==> config.mk <==
export PLATFORM = sky130hd
export DESIGN_NAME = ads_amp_seq
export DESIGN_NICKNAME = d
export VERILOG_FILES = /design/src/ads_pkg.sv /design/src/ads_amp_seq.sv /design/src/ads_line_mon.sv
export VERILOG_INCLUDE_DIRS = /design/src
export SDC_FILE = /design/constraint.sdc
export NUM_CORES = 1
export LEC_CHECK = 0
export BUFFER_PORTS_ARGS = -buffer_cell sky130_fd_sc_hd__buf_2
export CORE_MARGIN = 2
export CORE_UTILIZATION = 30
export CTS_BUF_LIST = sky130_fd_sc_hd__clkbuf_2
export DETAILED_ROUTE_END_ITERATION = 8
export PLACE_DENSITY_LB_ADDON = 0.12
export SLEW_MARGIN = 5
export SYNTH_ARGS = -nofsm -noshare
export SYNTH_HDL_FRONTEND = slang
export SYNTH_SLANG_ARGS = --single-unit
==> constraint.sdc <==
create_clock -name clk -period 4.6 [get_ports clk]
set_input_delay 0.46 -clock clk [delete_from_list [all_inputs] [get_ports clk]]
set_output_delay 0.46 -clock clk [all_outputs]
set_load 0.02 [all_outputs]
==> src/ads_params.svh <==
// ads_params.svh: offsets, bit positions, patterns and timing counts for the amplifier command sequencer
// assumes a 20 MHz core clock; included by bare name, definitions only
`ifndef ADS_PARAMS_SVH
`define ADS_PARAMS_SVH

// target address, arbitrary neutral value
`define ADS_DEV_ADDR 7'h2A
// direction bit of the address byte, 1 = read
`define ADS_RW_BIT 0
// instruction byte one: diagnostic launch bit
`define ADS_IB1_DIAG_BIT 6
// instruction byte two: standby control bit, 1 = amplifier on
`define ADS_IB2_STBY_BIT 4
// diagnostic bytes: offset result bit and permanent-mode flag bit
`define ADS_DB_OFS_BIT 2
`define ADS_DB_PERM_BIT 4
// third diagnostic byte: mirrored standby and launch bits
`define ADS_DB3_STBY_BIT 7
`define ADS_DB3_DIAG_BIT 6
// offset detection enable pattern in instruction byte one (bits 5, 2, 1)
`define ADS_OFS_IB1_MASK 8'h26
// quiet turn-on pattern: 26 dB, mute, diag defeat, 2 % clip threshold
`define ADS_QON_IB1_MASK 8'h7F
`define ADS_QON_IB1_VAL 8'h00
`define ADS_QON_IB2_MASK 8'h13
`define ADS_QON_IB2_VAL 8'h13
// reset value of both instruction bytes
`define ADS_IB_RST 8'h00
// bits per byte and bytes per control write
`define ADS_BYTE_BITS 4'h8
`define ADS_WR_BYTES 2'h2
// least wait from launch to read, in ms, and the core clock rate
`define ADS_WAIT_MS 1
`define ADS_CLK_HZ 20000000
`define ADS_WAIT_CYC ((`ADS_WAIT_MS * `ADS_CLK_HZ) / 1000)

`endif

==> src/ads_pkg.sv <==
// ads_pkg.sv: types shared by the amplifier command sequencer files
// assumes ads_params.svh holds all numeric constants
package ads_pkg;
    typedef logic [7:0] ads_byte_t;

    // the four diagnostic bytes, index 0 = diag_byte_one
    typedef struct packed {
        ads_byte_t [3:0] db;
    } ads_diag_t;

    // bus line events from the line monitor
    typedef struct packed {
        logic start;
        logic stop;
        logic scl_rise;
        logic scl_fall;
        logic sda;
    } ads_line_t;

    // serial target states, one-hot
    typedef enum logic [6:0] {
        ADS_IDLE = 7'b000_0001,
        ADS_ADDR = 7'b000_0010,
        ADS_ACK = 7'b000_0100,
        ADS_WR = 7'b000_1000,
        ADS_RD = 7'b001_0000,
        ADS_MACK = 7'b010_0000,
        ADS_SKIP = 7'b100_0000
    } ads_state_t;
endpackage

==> src/ads_amp_seq.sv <==
// ads_amp_seq.sv: serial target that takes two instruction bytes and returns four diagnostic bytes
// assumes synchronous bus pins, analog status on diag_in and per-channel offset comparators
`timescale 1ns/1ns
`include "ads_params.svh"
module ads_amp_seq
    import ads_pkg::*;
#(
    parameter int WAIT_CYC = `ADS_WAIT_CYC
)
(
    input wire logic clk,
    input wire logic nrst,
    input wire logic scl_in,
    input wire logic sda_in,
    output logic sda_out,
    output logic sda_oe,
    input ads_diag_t diag_in,
    input wire logic [3:0] chan_offset,
    output ads_byte_t instruction_byte_one,
    output ads_byte_t instruction_byte_two,
    output logic amp_on,
    output logic quiet_on,
    output logic diag_launch,
    output logic offset_active,
    output logic wait_busy
);
    ads_line_t ev;
    ads_state_t state_r, state_nxt;
    logic [3:0] bit_cnt_r, bit_cnt_nxt;
    ads_byte_t sh_r, sh_nxt, tx_r, tx_nxt;
    ads_byte_t pend1_r, pend1_nxt, pend2_r, pend2_nxt;
    logic rw_r, rw_nxt;
    logic [1:0] wr_cnt_r, wr_cnt_nxt;
    logic [1:0] rd_idx_r, rd_idx_nxt;
    logic sda_oe_r, sda_oe_nxt, sda_out_r;
    ads_diag_t snap_r, snap_nxt;
    ads_byte_t ib1_r, ib2_r;
    logic amp_on_r, quiet_on_r, diag_launch_r, offset_active_r, wait_busy_r;
    logic [3:0] offset_seen_r;
    logic [15:0] wait_cnt_r;

    ads_line_mon u_line (
        .clk(clk),
        .nrst(nrst),
        .scl_in(scl_in),
        .sda_in(sda_in),
        .ev(ev)
    );

    // byte boundary and address decode
    wire logic byte_done = ev.scl_fall & (bit_cnt_r == `ADS_BYTE_BITS);
    wire logic addr_hit = sh_r[7:1] == `ADS_DEV_ADDR;
    wire logic rd_hit = (state_r == ADS_ADDR) & byte_done & addr_hit & sh_r[`ADS_RW_BIT];
    wire logic commit = ev.stop & (wr_cnt_r == `ADS_WR_BYTES);
    wire logic ofs_cmd = ((pend1_r & `ADS_OFS_IB1_MASK) == `ADS_OFS_IB1_MASK) & pend2_r[`ADS_IB2_STBY_BIT];
    wire logic qon_cmd = ((pend1_r & `ADS_QON_IB1_MASK) == `ADS_QON_IB1_VAL)
        & ((pend2_r & `ADS_QON_IB2_MASK) == `ADS_QON_IB2_VAL);
    wire ads_byte_t rd_byte = snap_r.db[rd_idx_r];

    // snapshot of the diagnostic bytes, built per channel
    genvar ch;
    generate
        for (ch = 0; ch < 4; ch = ch + 1) begin : g_snap
            wire ads_byte_t raw = diag_in.db[ch];
            wire logic ofs_bit = offset_active_r ? (offset_seen_r[ch] | chan_offset[ch]) :
                raw[`ADS_DB_PERM_BIT] ? chan_offset[ch] : raw[`ADS_DB_OFS_BIT];
            if (ch == 2) begin : g_mirror
                assign snap_nxt.db[ch] = {ib2_r[`ADS_IB2_STBY_BIT], ib1_r[`ADS_IB1_DIAG_BIT], raw[5:3], ofs_bit,
                    raw[1:0]};
            end else begin : g_plain
                assign snap_nxt.db[ch] = {raw[7:3], ofs_bit, raw[1:0]};
            end
        end
    endgenerate

    // serial target sequencing
    always_comb begin
        state_nxt = state_r;
        bit_cnt_nxt = bit_cnt_r;
        sh_nxt = sh_r;
        tx_nxt = tx_r;
        pend1_nxt = pend1_r;
        pend2_nxt = pend2_r;
        rw_nxt = rw_r;
        wr_cnt_nxt = wr_cnt_r;
        rd_idx_nxt = rd_idx_r;
        sda_oe_nxt = sda_oe_r;
        if (ev.start) begin
            state_nxt = ADS_ADDR;
            bit_cnt_nxt = 4'h0;
            wr_cnt_nxt = 2'h0;
            sda_oe_nxt = 1'b0;
        end else if (ev.stop) begin
            state_nxt = ADS_IDLE;
            wr_cnt_nxt = 2'h0;
            sda_oe_nxt = 1'b0;
        end else begin
            case (state_r)
                ADS_ADDR, ADS_WR: begin
                    if (ev.scl_rise) begin
                        sh_nxt = {sh_r[6:0], ev.sda};
                        bit_cnt_nxt = bit_cnt_r + 4'h1;
                    end
                    if (byte_done && state_r == ADS_ADDR) begin
                        state_nxt = addr_hit ? ADS_ACK : ADS_SKIP;
                        sda_oe_nxt = addr_hit;
                        rw_nxt = sh_r[`ADS_RW_BIT];
                        rd_idx_nxt = 2'h0;
                    end else if (byte_done && wr_cnt_r != `ADS_WR_BYTES) begin
                        state_nxt = ADS_ACK;
                        sda_oe_nxt = 1'b1;
                        wr_cnt_nxt = wr_cnt_r + 2'h1;
                        if (wr_cnt_r == 2'h0) begin
                            pend1_nxt = sh_r;
                        end else begin
                            pend2_nxt = sh_r;
                        end
                    end else if (byte_done) begin
                        state_nxt = ADS_SKIP; // surplus byte is not acked
                    end
                end
                ADS_ACK: begin
                    if (ev.scl_fall) begin
                        bit_cnt_nxt = 4'h0;
                        if (rw_r) begin
                            state_nxt = ADS_RD;
                            tx_nxt = rd_byte;
                            sda_oe_nxt = ~rd_byte[7];
                        end else begin
                            state_nxt = ADS_WR;
                            sda_oe_nxt = 1'b0;
                        end
                    end
                end
                ADS_RD: begin
                    if (ev.scl_fall) begin
                        if (bit_cnt_r == 4'h7) begin
                            state_nxt = ADS_MACK;
                            sda_oe_nxt = 1'b0;
                        end else begin
                            tx_nxt = {tx_r[6:0], 1'b0};
                            sda_oe_nxt = ~tx_r[6];
                            bit_cnt_nxt = bit_cnt_r + 4'h1;
                        end
                    end
                end
                ADS_MACK: begin
                    // host ack moves to the next byte, nack ends
                    if (ev.scl_rise) begin
                        // the fourth byte ends the read, so the host's stop is never blocked
                        state_nxt = (ev.sda || rd_idx_r == 2'h3) ? ADS_SKIP : ADS_MACK;
                        rd_idx_nxt = rd_idx_r + 2'h1;
                    end else if (ev.scl_fall) begin
                        state_nxt = ADS_RD;
                        bit_cnt_nxt = 4'h0;
                        tx_nxt = rd_byte;
                        sda_oe_nxt = ~rd_byte[7];
                    end
                end
                ADS_IDLE, ADS_SKIP: begin
                    sda_oe_nxt = 1'b0;
                end
                default: begin
                    state_nxt = ADS_IDLE;
                    sda_oe_nxt = 1'b0;
                end
            endcase
        end
    end

    // serial target registers
    always_ff @(posedge clk or negedge nrst) begin
        if (!nrst) begin
            state_r <= ADS_IDLE;
            bit_cnt_r <= 4'h0;
            sh_r <= 8'h00;
            tx_r <= 8'h00;
            pend1_r <= `ADS_IB_RST;
            pend2_r <= `ADS_IB_RST;
            rw_r <= 1'b0;
            wr_cnt_r <= 2'h0;
            rd_idx_r <= 2'h0;
            sda_oe_r <= 1'b0;
            sda_out_r <= 1'b0;
        end else begin
            state_r <= state_nxt;
            bit_cnt_r <= bit_cnt_nxt;
            sh_r <= sh_nxt;
            tx_r <= tx_nxt;
            pend1_r <= pend1_nxt;
            pend2_r <= pend2_nxt;
            rw_r <= rw_nxt;
            wr_cnt_r <= wr_cnt_nxt;
            rd_idx_r <= rd_idx_nxt;
            sda_oe_r <= sda_oe_nxt;
            sda_out_r <= 1'b0; // open drain, only ever pulls low
        end
    end

    // snapshot taken as the read address is acked
    always_ff @(posedge clk or negedge nrst) begin
        if (!nrst) begin
            snap_r <= '0;
        end else if (rd_hit) begin
            snap_r <= snap_nxt;
        end
    end

    // both instruction bytes applied together at stop
    always_ff @(posedge clk or negedge nrst) begin
        if (!nrst) begin
            ib1_r <= `ADS_IB_RST;
            ib2_r <= `ADS_IB_RST;
            amp_on_r <= 1'b0;
            quiet_on_r <= 1'b0;
            diag_launch_r <= 1'b0;
        end else begin
            if (commit) begin
                ib1_r <= pend1_r;
                ib2_r <= pend2_r;
                // off only when both bits clear
                amp_on_r <= pend1_r[`ADS_IB1_DIAG_BIT] | pend2_r[`ADS_IB2_STBY_BIT];
                quiet_on_r <= qon_cmd;
            end
            diag_launch_r <= commit & pend1_r[`ADS_IB1_DIAG_BIT];
        end
    end

    // offset procedure: sticky per-channel flags, start by command, stop by read
    always_ff @(posedge clk or negedge nrst) begin
        if (!nrst) begin
            offset_active_r <= 1'b0;
            offset_seen_r <= 4'h0;
        end else begin
            if (rd_hit) begin
                offset_active_r <= 1'b0;
            end else if (commit) begin
                offset_active_r <= ofs_cmd;
            end
            // comparator flag wins over the restart clear
            if (commit && ofs_cmd) begin
                offset_seen_r <= chan_offset;
            end else if (offset_active_r) begin
                offset_seen_r <= offset_seen_r | chan_offset;
            end
        end
    end

    // settle window after launch or offset enable
    always_ff @(posedge clk or negedge nrst) begin
        if (!nrst) begin
            wait_cnt_r <= 16'h0000;
            wait_busy_r <= 1'b0;
        end else if (commit && (pend1_r[`ADS_IB1_DIAG_BIT] || ofs_cmd)) begin
            wait_cnt_r <= 16'(WAIT_CYC - 1);
            wait_busy_r <= 1'b1;
        end else if (wait_cnt_r != 16'h0000) begin
            wait_cnt_r <= wait_cnt_r - 16'h0001;
        end else begin
            wait_busy_r <= 1'b0;
        end
    end

    assign sda_out = sda_out_r;
    assign sda_oe = sda_oe_r;
    assign instruction_byte_one = ib1_r;
    assign instruction_byte_two = ib2_r;
    assign amp_on = amp_on_r;
    assign quiet_on = quiet_on_r;
    assign diag_launch = diag_launch_r;
    assign offset_active = offset_active_r;
    assign wait_busy = wait_busy_r;
endmodule

==> src/ads_line_mon.sv <==
// ads_line_mon.sv: edge and start/stop detection on the serial clock and data lines
// assumes scl and sda are already synchronous to clk
`timescale 1ns/1ns
module ads_line_mon
    import ads_pkg::*;
(
    input wire logic clk,
    input wire logic nrst,
    input wire logic scl_in,
    input wire logic sda_in,
    output ads_line_t ev
);
    logic scl_r;
    logic sda_r;

    // previous line levels, idle bus is high
    always_ff @(posedge clk or negedge nrst) begin
        if (!nrst) begin
            scl_r <= 1'b1;
            sda_r <= 1'b1;
        end else begin
            scl_r <= scl_in;
            sda_r <= sda_in;
        end
    end

    // start: sda falls with scl high; stop: sda rises with scl high
    assign ev.start = scl_r & scl_in & sda_r & ~sda_in;
    assign ev.stop = scl_r & scl_in & ~sda_r & sda_in;
    assign ev.scl_rise = ~scl_r & scl_in;
    assign ev.scl_fall = scl_r & ~scl_in;
    assign ev.sda = sda_in;
endmodule

; ---- Yosys cells after proc, flatten, opt, wreduce, memory -nomap -nowiden
; Index checks and enable logic that the tools add are counted.
[totals]
register_bits = 123
in_bits = 40
out_inout_bits = 23
elab_cells = 195
[classes]
n_addsub = 4
n_lt_le_gt_ge = 1
n_eq_ne = 39
mux = 66
bitwise_logic = 31
n_reduce_logical = 29
[ops]
columns = operator, count
row1 = 7-bit two-way mux, 18
row2 = 4-bit two-way mux, 9
row3 = 7-bit case mux with 5 select lines, 1
row4 = 16-bit two-way mux, 2
row5 = 6-bit AND reduction, 4
row6 = 1-bit two-way mux, 22
row7 = 7-bit case mux with 3 select lines, 1
row8 = "2-bit inequality test, second input constant", 10
row9 = "4-bit inequality test, second input constant", 5
row10 = "3-bit inequality test, second input constant", 6
row11 = 8-bit binary-select mux with 2-bit select, 1
row12 = 4-bit case mux with 4 select lines, 1
row13 = 16-bit nonzero test, 1
row14 = "16-bit by 1-bit subtractor with 16-bit output, second input constant", 1
row15 = 1-bit bitwise AND, 15
row16 = "7-bit by 6-bit equality test with 1-bit output, second input constant", 2
row17 = 2-bit two-way mux, 7
row18 = "5-bit inequality test, second input constant", 2
row19 = 1-bit inverter, 10
row20 = 5-bit AND reduction, 2
row21 = 9-bit AND reduction, 1
row22 = 3-bit nonzero test, 3
row23 = 8-bit zero test, 1
row24 = 8-bit two-way mux, 1
row25 = 28 further kinds, 44

; ---- Longest topological paths before layout
[logic_depth]
depth_word = 9
depth_mapped = 9
mapped_depth_nobuf = 7

; ---- Modules after synthesis
; Synthesis repeated with hierarchy kept, for this count alone.
[hier_totals]
cells_unflattened = 582
hier_area_um2 = 6132.1
[by_module_without_submodules]
columns = module, instances, cells_each, area_per_inst_um2, seq_area_each_um2
row1 = ads_amp_seq, 1, 575, 6037.0, 3029.2
row2 = ads_line_mon, 1, 7, 95.1, 52.6

; ---- Least setup slack after synthesis
; OpenSTA, ideal clock, no wires.
[synth_path]
path_kind = reg-to-reg
from = register u_line.scl_r
to = register pend2_r[0]
setup_ps = 125
t_arrival_ps = 1965
t_required_ps = 4475
slack_ps = 2511
stages_incl_launch_ff = 6
n_path_buf = 0
period_less_slack_ps = 2089
cell_sequence = dfstp_2 > ha_1 > nand4b_1 > nand4b_2 > nor3_4 > mux2_2
[synth_between]
elab_chain_len = 5
elab_cells_between_ends = 13
classes_between = bitwise: 10 / reduce/logical: 3
[synth_lines]
columns = item, line_no
row1 = from (decl), ads_line_mon.sv:13  ; logic scl_r;
row2 = from (signal assigned), ads_line_mon.sv:22  ; scl_r <= scl_in;
row3 = "1-bit bitwise AND, on equally long branches", "ads_line_mon.sv:28, ads_line_mon.sv:29, ads_line_mon.sv:31"
row4 = "1-bit bitwise AND, on equally long branches", "ads_line_mon.sv:28, ads_amp_seq.sv:51, ads_line_mon.sv:29"
row5 = 1-bit bitwise AND (tied with other cells), ads_line_mon.sv:28  ; assign ev.start = scl_r & scl_in & sda_r & ~sda_in;
row6 = 1-bit inverter (no line), n/a
row7 = 6-bit AND reduction (no line) (*), n/a
row8 = to (signal assigned), ads_amp_seq.sv:179  ; pend2_r <= `ADS_IB_RST;
row9 = to (signal assigned), ads_amp_seq.sv:191  ; pend2_r <= pend2_nxt;
row10 = to (decl), ads_amp_seq.sv:31  ; ads_byte_t pend1_r, pend1_nxt, pend2_r, pend2_nxt;
; Every way passes the cells marked *; elsewhere a longest branch is shown, timed or not.
; A chain may end at the register's enable or synchronous reset.

; ---- Worst setup path after layout
[layout_path]
from = register u_line.scl_r
to = register snap_r[15] (netlist bit)
[layout_between]
elab_chain_len = 5
[layout_lines]
columns = item, line_no
row1 = 1-bit bitwise AND, ads_line_mon.sv:31  ; assign ev.scl_fall = scl_r & ~scl_in;
row2 = 1-bit bitwise AND, ads_amp_seq.sv:51  ; wire logic byte_done = ev.scl_fall & (bit_cnt_r == `ADS_BYTE_BITS);
row3 = 1-bit bitwise AND (3 in series), ads_amp_seq.sv:53  ; wire logic rd_hit = (state_r == ADS_ADDR) & byte_done & addr_hit & sh_r[`ADS_RW_BIT];
row4 = to (signal assigned), ads_amp_seq.sv:205  ; snap_r <= snap_nxt;
row5 = to (decl), ads_amp_seq.sv:36  ; ads_diag_t snap_r, snap_nxt;
; No other way between the ends.

==> summary.txt <==
Timing
  • Fin crit share: 64.7%
  • Max-slew headroom: 25.2%
  • Final count of pins violating max slew: 0
  • Final Setup Violations: 0
  • Post-route setup TNS: 0 ns
  • Least-Margin Pin Slew: 1.12 ns
  • RSZ-0062 raised after global routing: false
  • Final Skew: 0.0442 ns
  • Maximum clock rate: around 340 MHz
  • Clock period minus worst slack: between 2 and 3 ns
  • Final Hold Vio Count: 0

Routing
  • WL/cell: 15.0 µm
  • Drt drc: 0
  • DR iter-0 viols: 253
  • Vias/cell: 4.75
  • Vias: ~4500
  • 1st-pass router iterations: 4
  • Routed Antenna Nets: 0
  • Aggregate routed wire length: ~14 mm

GRT
  • Initial antenna violation count: 1
  • Met3 Usage GRT: 3.48%
  • Total GRT Usage: 14.3%
  • Total gr overflow: 0
  • First-pass GRT wire length: 24.5 mm
  • Number of global-route vias before repair: 4683
  • Busiest grt layer: met2
  • Met2 usage: 21.8%
  • Largest net degree at the start of global routing: 53
  • Met1 usage: between 10% and 20%

Pwr
  • Max VDD drop: 0.122 mV
  • Final total power: between 2 and 2.5 mW
  • P per Cell Area: between 200 and 300 mW/mm²
  • Leak: 3.47 nW

Job
  • Max-cap viol count: 0

Final layout
  • Final net count: 714
  • Reg area: 0.00308 mm²
  • Layout cells sized above 1: 26.1%
  • Final std cells w/o fill: 948
  • Multi-input gate area: 0.00284 mm²
  • Fill cells: just over 2000
  • Area delta synth->final: 18.7%

Synthesis
  • Synth cell types: 71
  • Largest area contributor in the netlist: dfrtp_1
  • Synth Area in Adders: 2.04%
  • Synthesized instance count: 573
  • Yosys warnings: 0
  • Register area share after synthesis: roughly half
  • Syn Area/Cell: 10.7 µm²
  • Synth Area in Compound Gates: slightly below 8%
  • Ys flop type: dfrtp_1
  • Post-Syn Nets: 623
  • Largest family of logic cells by synthesized area: simple AND/OR/NAND/NOR gates
  • Xor-xnor portion of the synthesized cell area: 2.15%
  • Synth Area in Simple Gates: 20.4%
  • Synth top area cells: dfrtp_1 49%, mux2_2 9.7%, nand2_1 7.8%, mux4_2 2.9%, ha_1 2.0%
  • Synth Cell Area: about 0.0061 mm²
  • Flops & latches, synth: about 120
  • Post-synthesis mux area share: 14.2%
  • Synth top area share: 49.0%
  • Synth async-reset ratio: 100%
  • Post-synth EDFFs: 0

Worst setup path
  • Kind of critical path: flop to flop
  • Arr. time, crit path: roughly 3.6 ns
  • Worst-path fanout max: 30
  • CP endpoint kind: flop
  • Data required, critical path: 5.25 ns
  • Critical path startpoint category: flop

Floorplanning
  • Die area: 0.0216 mm²
  • Placement Rows: 52
  • Die width: 147 µm
  • I/O Pins: 63
  • Initial core utilization: 30.5%
  • Die height: 147 µm
  • Core Region: 0.0201 mm²

Placed design
  • Placed Instances: 881
  • DPL Wire Length: 9.66 mm
  • Gp weighted congestion: 0.826
  • Port bufs: 59

Clock tree
  • CTS tree: yes
  • Clk root buf: clkbuf_2
  • Hold_buf cts: 34
  • Clk sinks: 123
  • CTS Buf Count: 17
  • Post-CTS setup buffers: 0
  • Cts repair resizes: 0
  • Clk buf depth: 2
  • Clock-pin slew on the worst setup and hold paths: 0.22 ns
  • H-tree depth: 4
  • Clock latency on the worst-skew pair: between 0.7 and 0.8 ns

Outcome
  • Status: finished, final reports clean

Hold path
  • Worst hold path class: primary input to flop
## final timing paths
| check | slack, ns | cells past startpoint | from | to |
|---|---|---|---|---|
| worst max-delay path | 1.63 | 6 | u_line.scl_r | snap_r[15] |
| worst min-delay path | 0.08 | 3 | diag_in[2] | snap_r[2] |
| worst max register to register | 1.63 | 6 | u_line.scl_r | snap_r[15] |
| worst min register to register | 0.50 | 2 | snap_r[30] | snap_r[30] |
| max in group asynchronous | 3.34 | 3 | nrst | wait_cnt_r[6] |
| min in group asynchronous | 0.21 | 2 | nrst | snap_r[13] |
## worst max-delay path, stage by stage, from the launching register on
cell      delay (ns)
dfstp_2         0.60
ha_1            0.28
nand4b_1        0.36
and4b_1         0.47
and3_1          0.94
nand2_1         0.17
nand2_1         0.11
## placed cells by master (no fill, tap or decap), types with 5 or more instances in the layout
cell type      instances
a21oi_1                8
a22o_1                 5
and2_1                 6
buf_2                 58
buf_4                  5
clkbuf_2              17
clkinv_4               5
dfrtp_1              120
dlygate4sd3_1         34
ha_1                  10
inv_1                 18
mux2_2                53
mux2i_1                9
mux4_2                 8
nand2_1              128
nand3_1               12
nand3b_1               5
nand4_1                7
nor2_1                23
nor2b_1                7
nor3_1                11
nor3b_1                5
nor4_1                 5
o21ai_0               19
xnor2_1                8
xor2_1                 7
## synthesized netlist by cell type (9+ instances only)
cell     number
buf_2        11
dfrtp_1     120
ha_1         10
inv_1        18
mux2_2       53
mux2i_1       9
nand2_1     128
nand3_1      12
nor2_1       23
nor3_1       11
o21ai_0      19
## layer usage
layer	vias up	part of all wire (%)
met2	86	45
li1	2198	-
met1	2205	50
met4	0	1.7
met5	-	0
met3	16	3.7
## logic make-up (layout without fill, tap and decap cells)
kind of cell	count (synthesis)	after routing
AOI/OAI and AO/OA	64	64
buffers and inverters	43	147
and+or+nand+nor	247	247
adders and majority gates	10	10
DFF	123	123
muxes	70	70
xor gates and xnor gates	15	15
other	1	2
## final cells by class
cell class	instances	area share [%]
tap	270	4.65
clock inverter	15	2.51
antenna	1	0.0344
clock buffer	17	1.17
timing repair buffer	97	9.19
multi-input combinational	407	39.1
inverter	18	0.929
sequential	123	42.4
## where the power goes
group	total (mW)	internal, mW	switching [mW]
registers	1.14	1.10	0.0334
clock network	0.761	0.274	0.487
logic	0.233	0.108	0.126
total	2.13	1.49	0.646
## per-stage QoR
step                      setup slack, ns  utilization [%]  instance area [µm²]  hold WS (ns)
final                                1.63             36.2                 7270        0.0786
after detailed placement             1.54             33.1                 6660         0.449
after floorplan                      2.51                -                 6120         0.164
after global placement               1.61             33.1                 6660         0.447
after global routing                 1.37             36.2                 7270        0.0185
after CTS                            1.59             36.1                 7270       0.00287
## state kept, by name (all words and copies together) (netlist names), 4 cells and up
signal and count:
snap_r 32, wait_cnt_r 16, instruction_byte_one 8, instruction_byte_two 8
pend1_r 8, pend2_r 8, sh_r 8, state_r 7
tx_r 7, bit_cnt_r 4, offset_seen_r 4
No activity file was read; power rests on OpenSTA's default activity.
